`src/pw_defect_monitor_params.svh`:
```
// Purpose: constants for the pseudowire defect monitor
// Assumes: 20 MHz aclk, one-second tick from outside logic
// Notes: Behaviour list below
//
// Behaviour
// - Enter loss state on loss percentage or run
// - Set remote-failure bit while in loss state
// - Leave loss state on clean run or buffer
// - Excessive-loss alarm after 2.5 seconds in loss
// - Clear excessive-loss alarm after 10 clean seconds
// - Each filler played counts one error defect
// - Count errored, severe and unavailable seconds
// - Severe second when defects reach threshold
// - Unavailable after ten severe, until ten not
// - Drive fill value when data missing or loss
// - Structure-aware fill only in affected timeslots outside loss state
// - Fill octet configurable, resets to all ones
// - Force ESF data link bits to ones in loss
// - Count misordered packets that are discarded
// - Keep 96 intervals of loss statistics
// - Stray packets change no loss statistic
// - All ones toward port during setup, teardown
`ifndef PW_DEFECT_MONITOR_PARAMS_SVH
`define PW_DEFECT_MONITOR_PARAMS_SVH

`define REG_CTRL        12'h000
`define REG_WIN         12'h004
`define REG_THR         12'h008
`define REG_FILL        12'h00C
`define REG_STAT        12'h010
`define REG_IRQ_STAT    12'h014
`define REG_IRQ_MASK    12'h018
`define REG_ES          12'h01C
`define REG_SES         12'h020
`define REG_UAS         12'h024
`define REG_MISORD      12'h028
`define REG_HIST_SEL    12'h02C
`define REG_HIST_LOST   12'h030
`define REG_HIST_SECS   12'h034

`define CTRL_AWARE      0
`define CTRL_ESF        1
`define CTRL_AIS        2

`define FILL_RESET      8'hFF
`define AIS_OCTET       8'hFF
`define ALL_ONES        8'hFF
`define ESF_DL_BIT      7

`define LOSS_ALARM_MS   2500
`define CLEAN_SECS      10
`define UAS_RUN         10
`define HIST_DEPTH      96
`define INTERVAL_SECS   900

`define IRQ_LOSS        0
`define IRQ_EXCESS      1
`define IRQ_UAS         2
`define IRQ_MISORD      3

`endif

```
`src/pw_defect_monitor_pkg.sv`:
```
// Purpose: types for the pseudowire defect monitor
// Assumes: nothing
// Notes: none
package pw_defect_monitor_pkg;
   typedef enum logic [1:0] {PW_IDLE, PW_SETUP, PW_RUN, PW_TEARDOWN} pw_phase_t;
endpackage

```
`src/hist_if.sv`:
```
// Purpose: carries interval close events to the history store
// Assumes: one clock
// Notes: none
`timescale 1ns/1ns
interface hist_if;
   logic        close;
   logic [15:0] lost;
   logic [15:0] secs;
   logic [6:0]  sel;
   logic [15:0] rd_lost;
   logic [15:0] rd_secs;
   modport src (output close, output lost, output secs, output sel,
                input rd_lost, input rd_secs);
   modport dst (input close, input lost, input secs, input sel,
                output rd_lost, output rd_secs);
endinterface

```
`src/pw_defect_monitor.sv`:
```
// Purpose: loss state, alarms, second counters, fill and AXI4-Lite registers
// Assumes: packet and tick inputs come from logic on aclk
// Notes: one pseudowire per instance
`timescale 1ns/1ns
`include "pw_defect_monitor_params.svh"
module pw_defect_monitor #(
   parameter int CLK_HZ = 20000000,
   parameter int LOSS_ALARM_CYC = (`LOSS_ALARM_MS * (CLK_HZ / 1000)) + 1
) (
   input  wire logic        aclk,
   input  wire logic        aresetn,
   input  wire logic [11:0] s_axi_awaddr,
   input  wire logic        s_axi_awvalid,
   output logic             s_axi_awready,
   input  wire logic [31:0] s_axi_wdata,
   input  wire logic [3:0]  s_axi_wstrb,
   input  wire logic        s_axi_wvalid,
   output logic             s_axi_wready,
   output logic [1:0]       s_axi_bresp,
   output logic             s_axi_bvalid,
   input  wire logic        s_axi_bready,
   input  wire logic [11:0] s_axi_araddr,
   input  wire logic        s_axi_arvalid,
   output logic             s_axi_arready,
   output logic [31:0]      s_axi_rdata,
   output logic [1:0]       s_axi_rresp,
   output logic             s_axi_rvalid,
   input  wire logic        s_axi_rready,
   input  wire logic        sec_tick,
   input  wire logic        pkt_expected,
   input  wire logic        pkt_missing,
   input  wire logic        pkt_stray,
   input  wire logic        pkt_misord_drop,
   input  wire logic        play_valid,
   input  wire logic        play_filler,
   input  wire logic        buffer_clean,
   input  wire logic [7:0]  play_octet,
   input  wire logic [31:0] play_slot_mask,
   input  wire logic [4:0]  play_slot,
   input  wire logic        play_dl_bit,
   input  wire logic [1:0]  pw_phase,
   output logic [7:0]       tdm_octet,
   output logic             tdm_valid,
   output logic             tx_rbit,
   output logic             irq
);
   logic [31:0] ctrl_q, win_q, thr_q, fill_q, irq_mask_q, irq_stat_q;
   logic [6:0]  hist_sel_q;
   logic        loss_q, excess_q, uas_q;
   logic [15:0] win_cnt_q, win_lost_q, run_miss_q, run_good_q;
   logic [31:0] loss_cyc_q;
   logic [3:0]  clean_secs_q, ses_run_q, ok_run_q;
   logic [15:0] defects_q, es_q, ses_q, uas_cnt_q, misord_q;
   logic [15:0] int_lost_q, int_secs_q;
   logic [9:0]  int_sec_q;
   logic        sec_err, sec_severe, loss_enter, loss_exit, uas_enter;
   logic [3:0]  irq_ev;
   logic        aw_q, w_q;
   logic [11:0] awaddr_q;
   logic [31:0] wdata_q;
   logic        rd_clear;
   logic        dl_force;
   logic        wr_fire;
   hist_if      hist ();

   loss_history #(.DEPTH(`HIST_DEPTH)) u_hist (
      .aclk    (aclk),
      .aresetn (aresetn),
      .h       (hist)
   );

   function automatic logic [31:0] byte_merge(input logic [31:0] old,
                                             input logic [31:0] nw,
                                             input logic [3:0] st);
      for (int i = 0; i < 4; i++)
         if (st[i])
            old[i*8 +: 8] = nw[i*8 +: 8];
      return old;
   endfunction

   // AXI write channel capture
   assign wr_fire = aw_q && w_q && !s_axi_bvalid;
   always_ff @(posedge aclk)
      if (!aresetn)
      begin
         aw_q <= 1'b0;
         w_q <= 1'b0;
         awaddr_q <= 12'h000;
         wdata_q <= 32'h00000000;
         s_axi_awready <= 1'b0;
         s_axi_wready <= 1'b0;
         s_axi_bvalid <= 1'b0;
         s_axi_bresp <= 2'h0;
      end
      else
      begin
         s_axi_awready <= !aw_q && !s_axi_awready && !s_axi_bvalid;
         s_axi_wready <= !w_q && !s_axi_wready && !s_axi_bvalid;
         if (s_axi_awvalid && s_axi_awready)
         begin
            aw_q <= 1'b1;
            awaddr_q <= s_axi_awaddr;
         end
         if (s_axi_wvalid && s_axi_wready)
         begin
            w_q <= 1'b1;
            wdata_q <= s_axi_wdata;
         end
         if (wr_fire)
         begin
            aw_q <= 1'b0;
            w_q <= 1'b0;
            s_axi_bvalid <= 1'b1;
            s_axi_bresp <= (awaddr_q <= `REG_HIST_SEL && awaddr_q[1:0] == 2'h0) ?
                           2'h0 : 2'h2;
         end
         else if (s_axi_bready)
            s_axi_bvalid <= 1'b0;
      end

   // Software-written registers
   always_ff @(posedge aclk)
      if (!aresetn)
      begin
         ctrl_q <= 32'h00000000;
         win_q <= 32'h00000000;
         thr_q <= 32'h00000000;
         fill_q <= {24'h000000, `FILL_RESET};
         irq_mask_q <= 32'h00000000;
         hist_sel_q <= 7'h00;
      end
      else if (wr_fire)
         unique case (awaddr_q)
            `REG_CTRL:     ctrl_q <= byte_merge(ctrl_q, wdata_q, 4'hF) & 32'h00000007;
            `REG_WIN:      win_q <= wdata_q;
            `REG_THR:      thr_q <= wdata_q;
            `REG_FILL:     fill_q <= {24'h000000, wdata_q[7:0]};
            `REG_IRQ_MASK: irq_mask_q <= wdata_q & 32'h0000000F;
            `REG_HIST_SEL: hist_sel_q <= wdata_q[6:0];
            default:       ;
         endcase

   // AXI read channel
   assign rd_clear = s_axi_arvalid && s_axi_arready && s_axi_araddr == `REG_IRQ_STAT;
   always_ff @(posedge aclk)
      if (!aresetn)
      begin
         s_axi_arready <= 1'b0;
         s_axi_rvalid <= 1'b0;
         s_axi_rdata <= 32'h00000000;
         s_axi_rresp <= 2'h0;
      end
      else
      begin
         s_axi_arready <= !s_axi_arready && !s_axi_rvalid;
         if (s_axi_arvalid && s_axi_arready)
         begin
            s_axi_rvalid <= 1'b1;
            s_axi_rresp <= 2'h0;
            unique case (s_axi_araddr)
               `REG_CTRL:      s_axi_rdata <= ctrl_q;
               `REG_WIN:       s_axi_rdata <= win_q;
               `REG_THR:       s_axi_rdata <= thr_q;
               `REG_FILL:      s_axi_rdata <= fill_q;
               `REG_STAT:      s_axi_rdata <= {29'h0, uas_q, excess_q, loss_q};
               `REG_IRQ_STAT:  s_axi_rdata <= irq_stat_q;
               `REG_IRQ_MASK:  s_axi_rdata <= irq_mask_q;
               `REG_ES:        s_axi_rdata <= {16'h0000, es_q};
               `REG_SES:       s_axi_rdata <= {16'h0000, ses_q};
               `REG_UAS:       s_axi_rdata <= {16'h0000, uas_cnt_q};
               `REG_MISORD:    s_axi_rdata <= {16'h0000, misord_q};
               `REG_HIST_SEL:  s_axi_rdata <= {25'h0, hist_sel_q};
               `REG_HIST_LOST: s_axi_rdata <= {16'h0000, hist.rd_lost};
               `REG_HIST_SECS: s_axi_rdata <= {16'h0000, hist.rd_secs};
               default:
               begin
                  s_axi_rdata <= 32'h00000000;
                  s_axi_rresp <= 2'h2;
               end
            endcase
         end
         else if (s_axi_rready)
            s_axi_rvalid <= 1'b0;
      end

   // Loss window and runs; stray packets are ignored here
   assign loss_enter = !loss_q && pkt_expected && !pkt_stray &&
      ((pkt_missing && 16'(run_miss_q + 16'h1) >= win_q[31:24] && win_q[31:24] != 8'h0) ||
       (win_cnt_q == win_q[15:0] && 16'(win_lost_q * 16'd100) > 16'(win_q[23:16] * win_q[15:0])));
   assign loss_exit = loss_q && play_valid &&
      ((!play_filler && 16'(run_good_q + 16'h1) >= thr_q[31:16]) || buffer_clean);
   always_ff @(posedge aclk)
      if (!aresetn)
      begin
         loss_q <= 1'b0;
         win_cnt_q <= 16'h0;
         win_lost_q <= 16'h0;
         run_miss_q <= 16'h0;
         run_good_q <= 16'h0;
      end
      else
      begin
         if (pkt_expected && !pkt_stray)
         begin
            run_miss_q <= pkt_missing ? 16'(run_miss_q + 16'h1) : 16'h0;
            win_cnt_q <= (win_cnt_q >= win_q[15:0]) ? 16'h1 : 16'(win_cnt_q + 16'h1);
            win_lost_q <= (win_cnt_q >= win_q[15:0]) ? 16'(pkt_missing) :
                          16'(win_lost_q + 16'(pkt_missing));
         end
         if (play_valid)
            run_good_q <= play_filler ? 16'h0 : 16'(run_good_q + 16'h1);
         if (loss_enter)
            loss_q <= 1'b1;
         else if (loss_exit)
            loss_q <= 1'b0;
      end

   // Excessive-loss alarm
   always_ff @(posedge aclk)
      if (!aresetn)
      begin
         loss_cyc_q <= 32'h0;
         excess_q <= 1'b0;
         clean_secs_q <= 4'h0;
      end
      else
      begin
         loss_cyc_q <= loss_q ? ((loss_cyc_q < 32'(LOSS_ALARM_CYC)) ?
                       32'(loss_cyc_q + 32'h1) : loss_cyc_q) : 32'h0;
         if (loss_q && loss_cyc_q >= 32'(LOSS_ALARM_CYC - 1))
            excess_q <= 1'b1;
         if (sec_tick)
            clean_secs_q <= (sec_err || loss_q) ? 4'h0 : (clean_secs_q < 4'(`CLEAN_SECS) ?
                            4'(clean_secs_q + 4'h1) : clean_secs_q);
         if (excess_q && !loss_q && clean_secs_q == 4'(`CLEAN_SECS))
            excess_q <= 1'b0;
      end

   // Per-second classification
   assign sec_err = defects_q != 16'h0 || (play_valid && play_filler);
   assign sec_severe = thr_q[15:0] != 16'h0 &&
      16'(defects_q + 16'(play_valid && play_filler)) >= thr_q[15:0];
   assign uas_enter = !uas_q && sec_severe && ses_run_q == 4'(`UAS_RUN - 1);
   always_ff @(posedge aclk)
      if (!aresetn)
      begin
         defects_q <= 16'h0;
         es_q <= 16'h0;
         ses_q <= 16'h0;
         uas_cnt_q <= 16'h0;
         uas_q <= 1'b0;
         ses_run_q <= 4'h0;
         ok_run_q <= 4'h0;
      end
      else if (sec_tick)
      begin
         defects_q <= 16'h0;
         if (sec_err)
            es_q <= 16'(es_q + 16'h1);
         if (sec_severe)
            ses_q <= 16'(ses_q + 16'h1);
         ses_run_q <= sec_severe ? ((ses_run_q < 4'(`UAS_RUN)) ? 4'(ses_run_q + 4'h1) :
                      ses_run_q) : 4'h0;
         ok_run_q <= sec_severe ? 4'h0 : 4'(ok_run_q + 4'h1);
         if (uas_enter)
         begin
            uas_q <= 1'b1;
            uas_cnt_q <= 16'(uas_cnt_q + 16'(`UAS_RUN));
         end
         else if (uas_q && !sec_severe && ok_run_q == 4'(`UAS_RUN - 1))
         begin
            uas_q <= 1'b0;
            ok_run_q <= 4'h0;
         end
         else if (uas_q)
            uas_cnt_q <= 16'(uas_cnt_q + 16'h1);
      end
      else if (play_valid && play_filler && defects_q != 16'hFFFF)
         defects_q <= 16'(defects_q + 16'h1);

   // Misorder count and interval statistics
   always_ff @(posedge aclk)
      if (!aresetn)
      begin
         misord_q <= 16'h0;
         int_lost_q <= 16'h0;
         int_secs_q <= 16'h0;
         int_sec_q <= 10'h0;
      end
      else
      begin
         if (pkt_misord_drop && !pkt_stray)
            misord_q <= 16'(misord_q + 16'h1);
         if (sec_tick && int_sec_q == 10'(`INTERVAL_SECS - 1))
         begin
            int_sec_q <= 10'h0;
            int_lost_q <= 16'(pkt_expected && pkt_missing && !pkt_stray);
            int_secs_q <= 16'h0;
         end
         else
         begin
            if (sec_tick)
            begin
               int_sec_q <= 10'(int_sec_q + 10'h1);
               int_secs_q <= 16'(int_secs_q + 16'(loss_q));
            end
            if (pkt_expected && pkt_missing && !pkt_stray)
               int_lost_q <= 16'(int_lost_q + 16'h1);
         end
      end
   assign hist.close = sec_tick && int_sec_q == 10'(`INTERVAL_SECS - 1);
   assign hist.lost = int_lost_q;
   assign hist.secs = 16'(int_secs_q + 16'(loss_q));
   assign hist.sel = hist_sel_q;

   // TDM output path and remote-failure bit
   assign dl_force = ctrl_q[`CTRL_ESF] && play_dl_bit &&
      (loss_q || (play_valid && play_filler));
   always_ff @(posedge aclk)
      if (!aresetn)
      begin
         tdm_octet <= `ALL_ONES;
         tdm_valid <= 1'b0;
         tx_rbit <= 1'b0;
      end
      else
      begin
         tx_rbit <= loss_q;
         tdm_valid <= play_valid;
         if (pw_phase != 2'(pw_defect_monitor_pkg::PW_RUN))
            tdm_octet <= `ALL_ONES;
         else if (play_filler || loss_q)
         begin
            if (ctrl_q[`CTRL_AWARE] && !play_slot_mask[play_slot] && !loss_q)
               tdm_octet <= play_octet;
            else
               tdm_octet <= ctrl_q[`CTRL_AIS] ? `AIS_OCTET : fill_q[7:0];
         end
         else
            tdm_octet <= play_octet;
         if (dl_force)
            tdm_octet[`ESF_DL_BIT] <= 1'b1;
      end

   // Interrupt status; set wins over read clear
   assign irq_ev = {pkt_misord_drop && !pkt_stray, uas_enter && sec_tick,
                    excess_q == 1'b0 && loss_q && loss_cyc_q == 32'(LOSS_ALARM_CYC - 1),
                    loss_enter};
   always_ff @(posedge aclk)
      if (!aresetn)
      begin
         irq_stat_q <= 32'h0;
         irq <= 1'b0;
      end
      else
      begin
         irq_stat_q <= (rd_clear ? 32'h0 : irq_stat_q) | {28'h0, irq_ev};
         irq <= |(((rd_clear ? 32'h0 : irq_stat_q) | {28'h0, irq_ev}) & ~irq_mask_q);
      end

   chk_rbit_follows: assert property (@(posedge aclk) disable iff (!aresetn)
      loss_q |=> tx_rbit) else $error("remote bit missing in loss");
   chk_loss_enter: assert property (@(posedge aclk) disable iff (!aresetn)
      loss_enter |=> loss_q) else $error("loss state not entered");
   chk_excess_time: assert property (@(posedge aclk) disable iff (!aresetn)
      $rose(excess_q) |-> loss_cyc_q >= 32'(LOSS_ALARM_CYC - 1))
      else $error("excess alarm early");
   chk_excess_hold: assert property (@(posedge aclk) disable iff (!aresetn)
      $fell(excess_q) |-> $past(clean_secs_q) == 4'(`CLEAN_SECS))
      else $error("excess alarm cleared early");
   chk_defect_clear: assert property (@(posedge aclk) disable iff (!aresetn)
      sec_tick |=> defects_q == 16'h0) else $error("defects not cleared");
   chk_es_count: assert property (@(posedge aclk) disable iff (!aresetn)
      sec_tick && sec_err |=> es_q == 16'($past(es_q) + 16'h1))
      else $error("errored second missed");
   chk_fill_loss: assert property (@(posedge aclk) disable iff (!aresetn)
      loss_q && pw_phase == 2'(pw_defect_monitor_pkg::PW_RUN) && !ctrl_q[`CTRL_AIS] && !dl_force
      |=> tdm_octet == $past(fill_q[7:0])) else $error("fill not driven");
   chk_esf_ones: assert property (@(posedge aclk) disable iff (!aresetn)
      dl_force |=> tdm_octet[`ESF_DL_BIT]) else $error("data link bit not forced");
   chk_setup_ones: assert property (@(posedge aclk) disable iff (!aresetn)
      pw_phase != 2'(pw_defect_monitor_pkg::PW_RUN) |=> tdm_octet == `ALL_ONES)
      else $error("setup not all ones");
   chk_stray_stats: assert property (@(posedge aclk) disable iff (!aresetn)
      pkt_stray && !sec_tick |=> $stable(int_lost_q) && $stable(win_lost_q))
      else $error("stray changed statistics");
endmodule

```
`src/loss_history.sv`:
```
// Purpose: ring of interval loss statistics
// Assumes: close is a single-cycle pulse
// Notes: sel 0 is the newest closed interval
`timescale 1ns/1ns
`include "pw_defect_monitor_params.svh"
module loss_history #(
   parameter int DEPTH = `HIST_DEPTH
) (
   input  wire logic aclk,
   input  wire logic aresetn,
   hist_if.dst       h
);
   logic [15:0] lost_mem [DEPTH];
   logic [15:0] secs_mem [DEPTH];
   logic [6:0]  wr_q;
   logic [6:0]  newest;
   logic [6:0]  idx;

   always_ff @(posedge aclk)
      if (!aresetn)
         wr_q <= 7'h00;
      else if (h.close)
         wr_q <= (wr_q == 7'(DEPTH - 1)) ? 7'h00 : 7'(wr_q + 7'h01);

   always_ff @(posedge aclk)
      if (h.close)
      begin
         lost_mem[wr_q] <= h.lost;
         secs_mem[wr_q] <= h.secs;
      end

   always_comb
   begin
      newest = (wr_q == 7'h00) ? 7'(DEPTH - 1) : 7'(wr_q - 7'h01);
      idx = (h.sel > newest) ? 7'(newest + 7'(DEPTH) - h.sel) : 7'(newest - h.sel);
      if (h.sel >= 7'(DEPTH))
         idx = newest;
   end

   always_ff @(posedge aclk)
      if (!aresetn)
      begin
         h.rd_lost <= 16'h0000;
         h.rd_secs <= 16'h0000;
      end
      else
      begin
         h.rd_lost <= lost_mem[idx];
         h.rd_secs <= secs_mem[idx];
      end
endmodule

```
`config.mk`:
```
export PLATFORM = sky130hd
export DESIGN_NAME = pw_defect_monitor
export DESIGN_NICKNAME = d
export VERILOG_FILES = /design/src/pw_defect_monitor_pkg.sv /design/src/hist_if.sv /design/src/pw_defect_monitor.sv /design/src/loss_history.sv
export VERILOG_INCLUDE_DIRS = /design/src
export SDC_FILE = /design/constraint.sdc
export NUM_CORES = 2
export LEC_CHECK = 0
export BUFFER_PORTS_ARGS = -buffer_cell sky130_fd_sc_hd__buf_2
export CAP_MARGIN = 20
export CORE_ASPECT_RATIO = 1.1
export CORE_UTILIZATION = 48
export DETAILED_ROUTE_END_ITERATION = 6
export GPL_TIMING_DRIVEN = 0
export SLEW_MARGIN = 20
export SYNTH_ARGS = -nofsm -noshare
export SYNTH_HDL_FRONTEND = slang
export SYNTH_HIERARCHICAL = 1
export SYNTH_SLANG_ARGS = --single-unit
```
`constraint.sdc`:
```
create_clock -name aclk -period 9 [get_ports aclk]
set_clock_uncertainty 0.05 [all_clocks]
set_input_delay 1.35 -clock aclk [delete_from_list [all_inputs] [get_ports aclk]]
set_output_delay 1.35 -clock aclk [all_outputs]
set_load 0.01 [all_outputs]
```
==> metrics.md <==
| Metric | Value |
|---|---|
| Core Area | between 300000 and 400000 um^2 |
| Post-Synthesis Cell Area | ~150000 um^2 |
| GRT Util Overall | between 30% and 40% |
| #FFs+latches synth | ~3600 |
| Multi-input gate area | roughly 44000 um^2 |
| Yosys top cell by area | edfxtp_1 |
| Initial Util | about half |
| Detail Route Antenna Nets | 0 |
| Non-filler instance count after layout | 17561 |
| Worst path most repeated cell | clkbuf_1 |
| Drt initial violations | ~15000 |
| Worst min-delay path class | reg -> reg |
| Crit-path slowest cell | a311oi_1 |
| DRC viols | 17 |
| Clock-pin slew on the worst setup and hold paths | roughly 0.060 ns |
| CP arrival | between 9 and 10 ns |
| Power per cell area | around 190 nW/um^2 |
| Clk buf depth | 4 |
| Flip-flop and latch area | roughly 100000 um^2 |
| CP max stage delay | roughly 1.1 ns |
| Failing checks | design-rule violations |
| Number of iterations in the first detailed-routing pass | 7 |
| EDFF count, synth | between 3000 and 4000 |
| Final Max Slew Viols | 0 |
| Syn-to-layout area delta | 16.6% |
| TritonCTS buffer count | 370 |
| VDD IR max | between 0.00015 and 0.0002 V |
| Die width | between 500 and 600 um |
| Tot Pwr | 33.2 mW |
| CTS resizes | 0 |
| Final setup viols | 0 |
| M1 GR Usage | between 40% and 50% |
| Port Buffer Count | roughly 160 |
| Largest cells by area after synthesis | edfxtp_1, nand2_1, dfxtp_1 |
| Cell-by-cell trace of the critical path | clkbuf_1 -> inv_1 -> ha_1 -> or4b_4 -> nor2_1 -> xnor2_1 -> ha_1 -> a21oi_1 -> o21a_1 -> a21boi_1 -> mux2i_1 -> o21ai_2 -> buf_6 -> clkbuf_1 -> clkbuf_1 -> clkbuf_1 -> o21ai_0 -> a311oi_1 -> a41o_1 |
| Placed insts | ~17000 |
| Post-synthesis cell count | roughly 12000 |
| Outcome | complete, but fails checks |
| Die Height | a little under 600 um |
| Setup WS pre-CTS | 0.949 ns |
| Crit path max fanout | 10 |
| H-tree Lvls | 5 |
| Initial antenna violation count | 47 |
| P_leak | ~64 nW |
| Vias per cell | 6.23 |
| Worst skew pair latency | a little under 1 ns |
| Total I/O pin count | between 150 and 200 |
| Per-cell routed wire length | a little over 30 um |
| Post-synth top flop | edfxtp_1 |
| Final worst slack | approximately 0.44 ns |
| Pin count of the biggest net entering global routing | a little over 70 |
| Layout cells sized above 1 | between 10% and 20% |
| Clock share of power | 45.9% |
| Sequential cell area fraction in the yosys report | between 60% and 70% |
| Switching power | just under 7 mW |
| MaxCap Viol Count | 0 |
| Syn Area/Cell | between 10 and 15 um^2 |
| HPWL after DPL | between 300 and 400 mm |
| Setup CP Type | reg -> reg |
| RSZ-0062 raised after global routing | false |
| Row cnt | roughly 210 |
| Via Count | roughly 110k |
| Worst EP required | ~9.8 ns |
| Endpoints failing hold | 0 |
| Fillcell total | roughly 25000 |
| Global Route met2 Usage | between 50 and 60% |
| Finished Cell Area | 173000 um^2 |
| Setup_tns | 0 ns |
| Fmax | around 120 MHz |
| Die footprint | between 300000 and 400000 um^2 |
| Switching Share | between 20% and 30% |
| GRT met3 Usage | under 10% |
| Vias in the first global route | around 100k |
| Nets | between 10000 and 15000 |
| Comb power frac | less than 1% |
| Commonest non-fill, non-tap cells in the layout | nand2_1, edfxtp_1, nand3_1 |
| GR peak layer | met2 |
| Pint | roughly 26 mW |
| Synth cell types | 92 |
| Placer Congestion | around 1.0 |
| Routed wire length | 541 mm |
| Slew Limit Headroom | between 10% and 20% |
| Commonest non-fill, non-tap cell in the layout | nand2_1 |
| Hold WS | 0.406 ns |
| Hold buffers post-CTS | 0 |
| Fin util | approximately 56% |
| CTS tree | built |
| Worst slew pin tran | 1.29 ns |
| Ys Warns | 6 |
| First-pass GRT wire length | approximately 750 mm |
| Critical Path Sink Type | flip-flop |
| Worst reg-to-reg setup slack | about 0.44 ns |
| Post-CTS setup buffers | 0 |
| Area share of the largest cell type after synthesis | 62.0% |
| Final worst path period need | roughly 8.6 ns |
| Gr ovfl total | 0 |
| Sequential share of power | a little over half |
| Final period util | ~95% |
| Asr flop ratio synth | 0% |
| # clock sinks | between 3000 and 4000 |
| Placed Area | approximately 160000 um^2 |
| Startpoint type of the worst setup path | flip-flop |
| Clk root buf | clkbuf_16 |
==> path summary, 6_finish.rpt <==
path / depth (start not counted) / to / from
max: 19 / u_hist/h.rd_lost[11]$_SDFF_PN0_ / u_hist/wr_q[1]$_SDFFE_PN0P_
min: 2 / awaddr_q[6]$_SDFFE_PN0P_ / awaddr_q[6]$_SDFFE_PN0P_
max reg2reg: 19 / u_hist/h.rd_lost[11]$_SDFF_PN0_ / u_hist/wr_q[1]$_SDFFE_PN0P_
min reg2reg: 2 / awaddr_q[6]$_SDFFE_PN0P_ / awaddr_q[6]$_SDFFE_PN0P_
==> state kept, by name, summed over array words and instances (netlist names), 10 cells and up <==
register / cells
irq_stat_q: 32
thr_q: 32
win_lost_q: 14
misord_q: 16
ses_q: 16
run_miss_q: 16
win_q: 32
defects_q: 16
int_sec_q: 10
u_hist/lost_mem: 1536
int_secs_q: 16
run_good_q: 16
es_q: 16
s_axi_rdata: 32
wdata_q: 32
loss_cyc_q: 32
win_cnt_q: 16
awaddr_q: 12
u_hist/h.rd_secs: 16
hist.lost: 16
uas_cnt_q: 16
u_hist/h.rd_lost: 16
u_hist/secs_mem: 1536
==> critical path: cells and delay by family (launching register included) <==
family | cells | cell delay (ns)
buffers and inverters | 6 | 3.32
AND/OR/NAND/NOR | 2 | 0.30
flip-flops | 1 | 0.38
multiplexers | 1 | 0.22
XOR/XNOR | 1 | 0.40
adder cells (fa/ha/maj) | 2 | 0.69
AO/OA/AOI/OAI | 7 | 3.05
==> cell type report <==
cell class / count / share of cell area, %
Antenna cell: 33 / 0.0476
Timing Repair Buffer: 443 / 3.54
Clock inverter: 206 / 1.14
Multi-Input combinational cell: 7694 / 25.4
Clock buffer: 470 / 5.71
Tap cell: 4104 / 2.96
Inverter: 226 / 0.489
Sequential cell: 3556 / 58.8
Buffer: 829 / 1.94
==> metal layers <==
layer / vias to the layer above / share of wire (%) / routed length [um]
li1: 46670 / - / -
met1: 54491 / 37 / 200000
met2: 6904 / 45 / 241000
met3: 1393 / 10 / 56100
met4: 10 / 8.1 / 43700
met5: - / 0.025 / 136
==> power groups by stage <==
stage	clock, mW	combinational (mW)	sequential (mW)
after detailed placement	0	0.248	18.1
after global routing	16.0	0.266	17.7
final	15.3	0.251	17.7
after CTS	15.4	0.249	17.7
after floorplan	0	0.117	18.0
after global placement	0	0.223	18.1
==> Yosys cell counts, drive strengths merged, types with 74 or more instances <==
| master | n |
|---|---|
| ha | 164 |
| nand3 | 752 |
| nor2 | 432 |
| and2 | 126 |
| a311oi | 571 |
| o21ai | 164 |
| buf | 168 |
| edfxtp | 3072 |
| a211oi | 106 |
| and3 | 573 |
| clkbuf | 661 |
| a31oi | 148 |
| fa | 74 |
| a21oi | 241 |
| nand2 | 3435 |
| xor2 | 142 |
| inv | 226 |
| dfxtp | 484 |
| xnor2 | 98 |
==> cell families (layout without fill, tap and decap cells) <==
logic type / after synthesis / after routing / synth area share, %
muxes: 82 / 82 / 0.656
other: 1 / 35 / 0.00252
buffers and inverters: 1055 / 2174 / 2.80
DFF: 3556 / 3556 / 68.5
AOI/OAI and AO/OA: 1554 / 1554 / 7.84
xor gates and xnor gates: 240 / 240 / 1.42
adders and majority gates: 238 / 238 / 2.37
and+or+nand+nor: 5578 / 5578 / 16.4
Power figures use the tool's default switching activity.
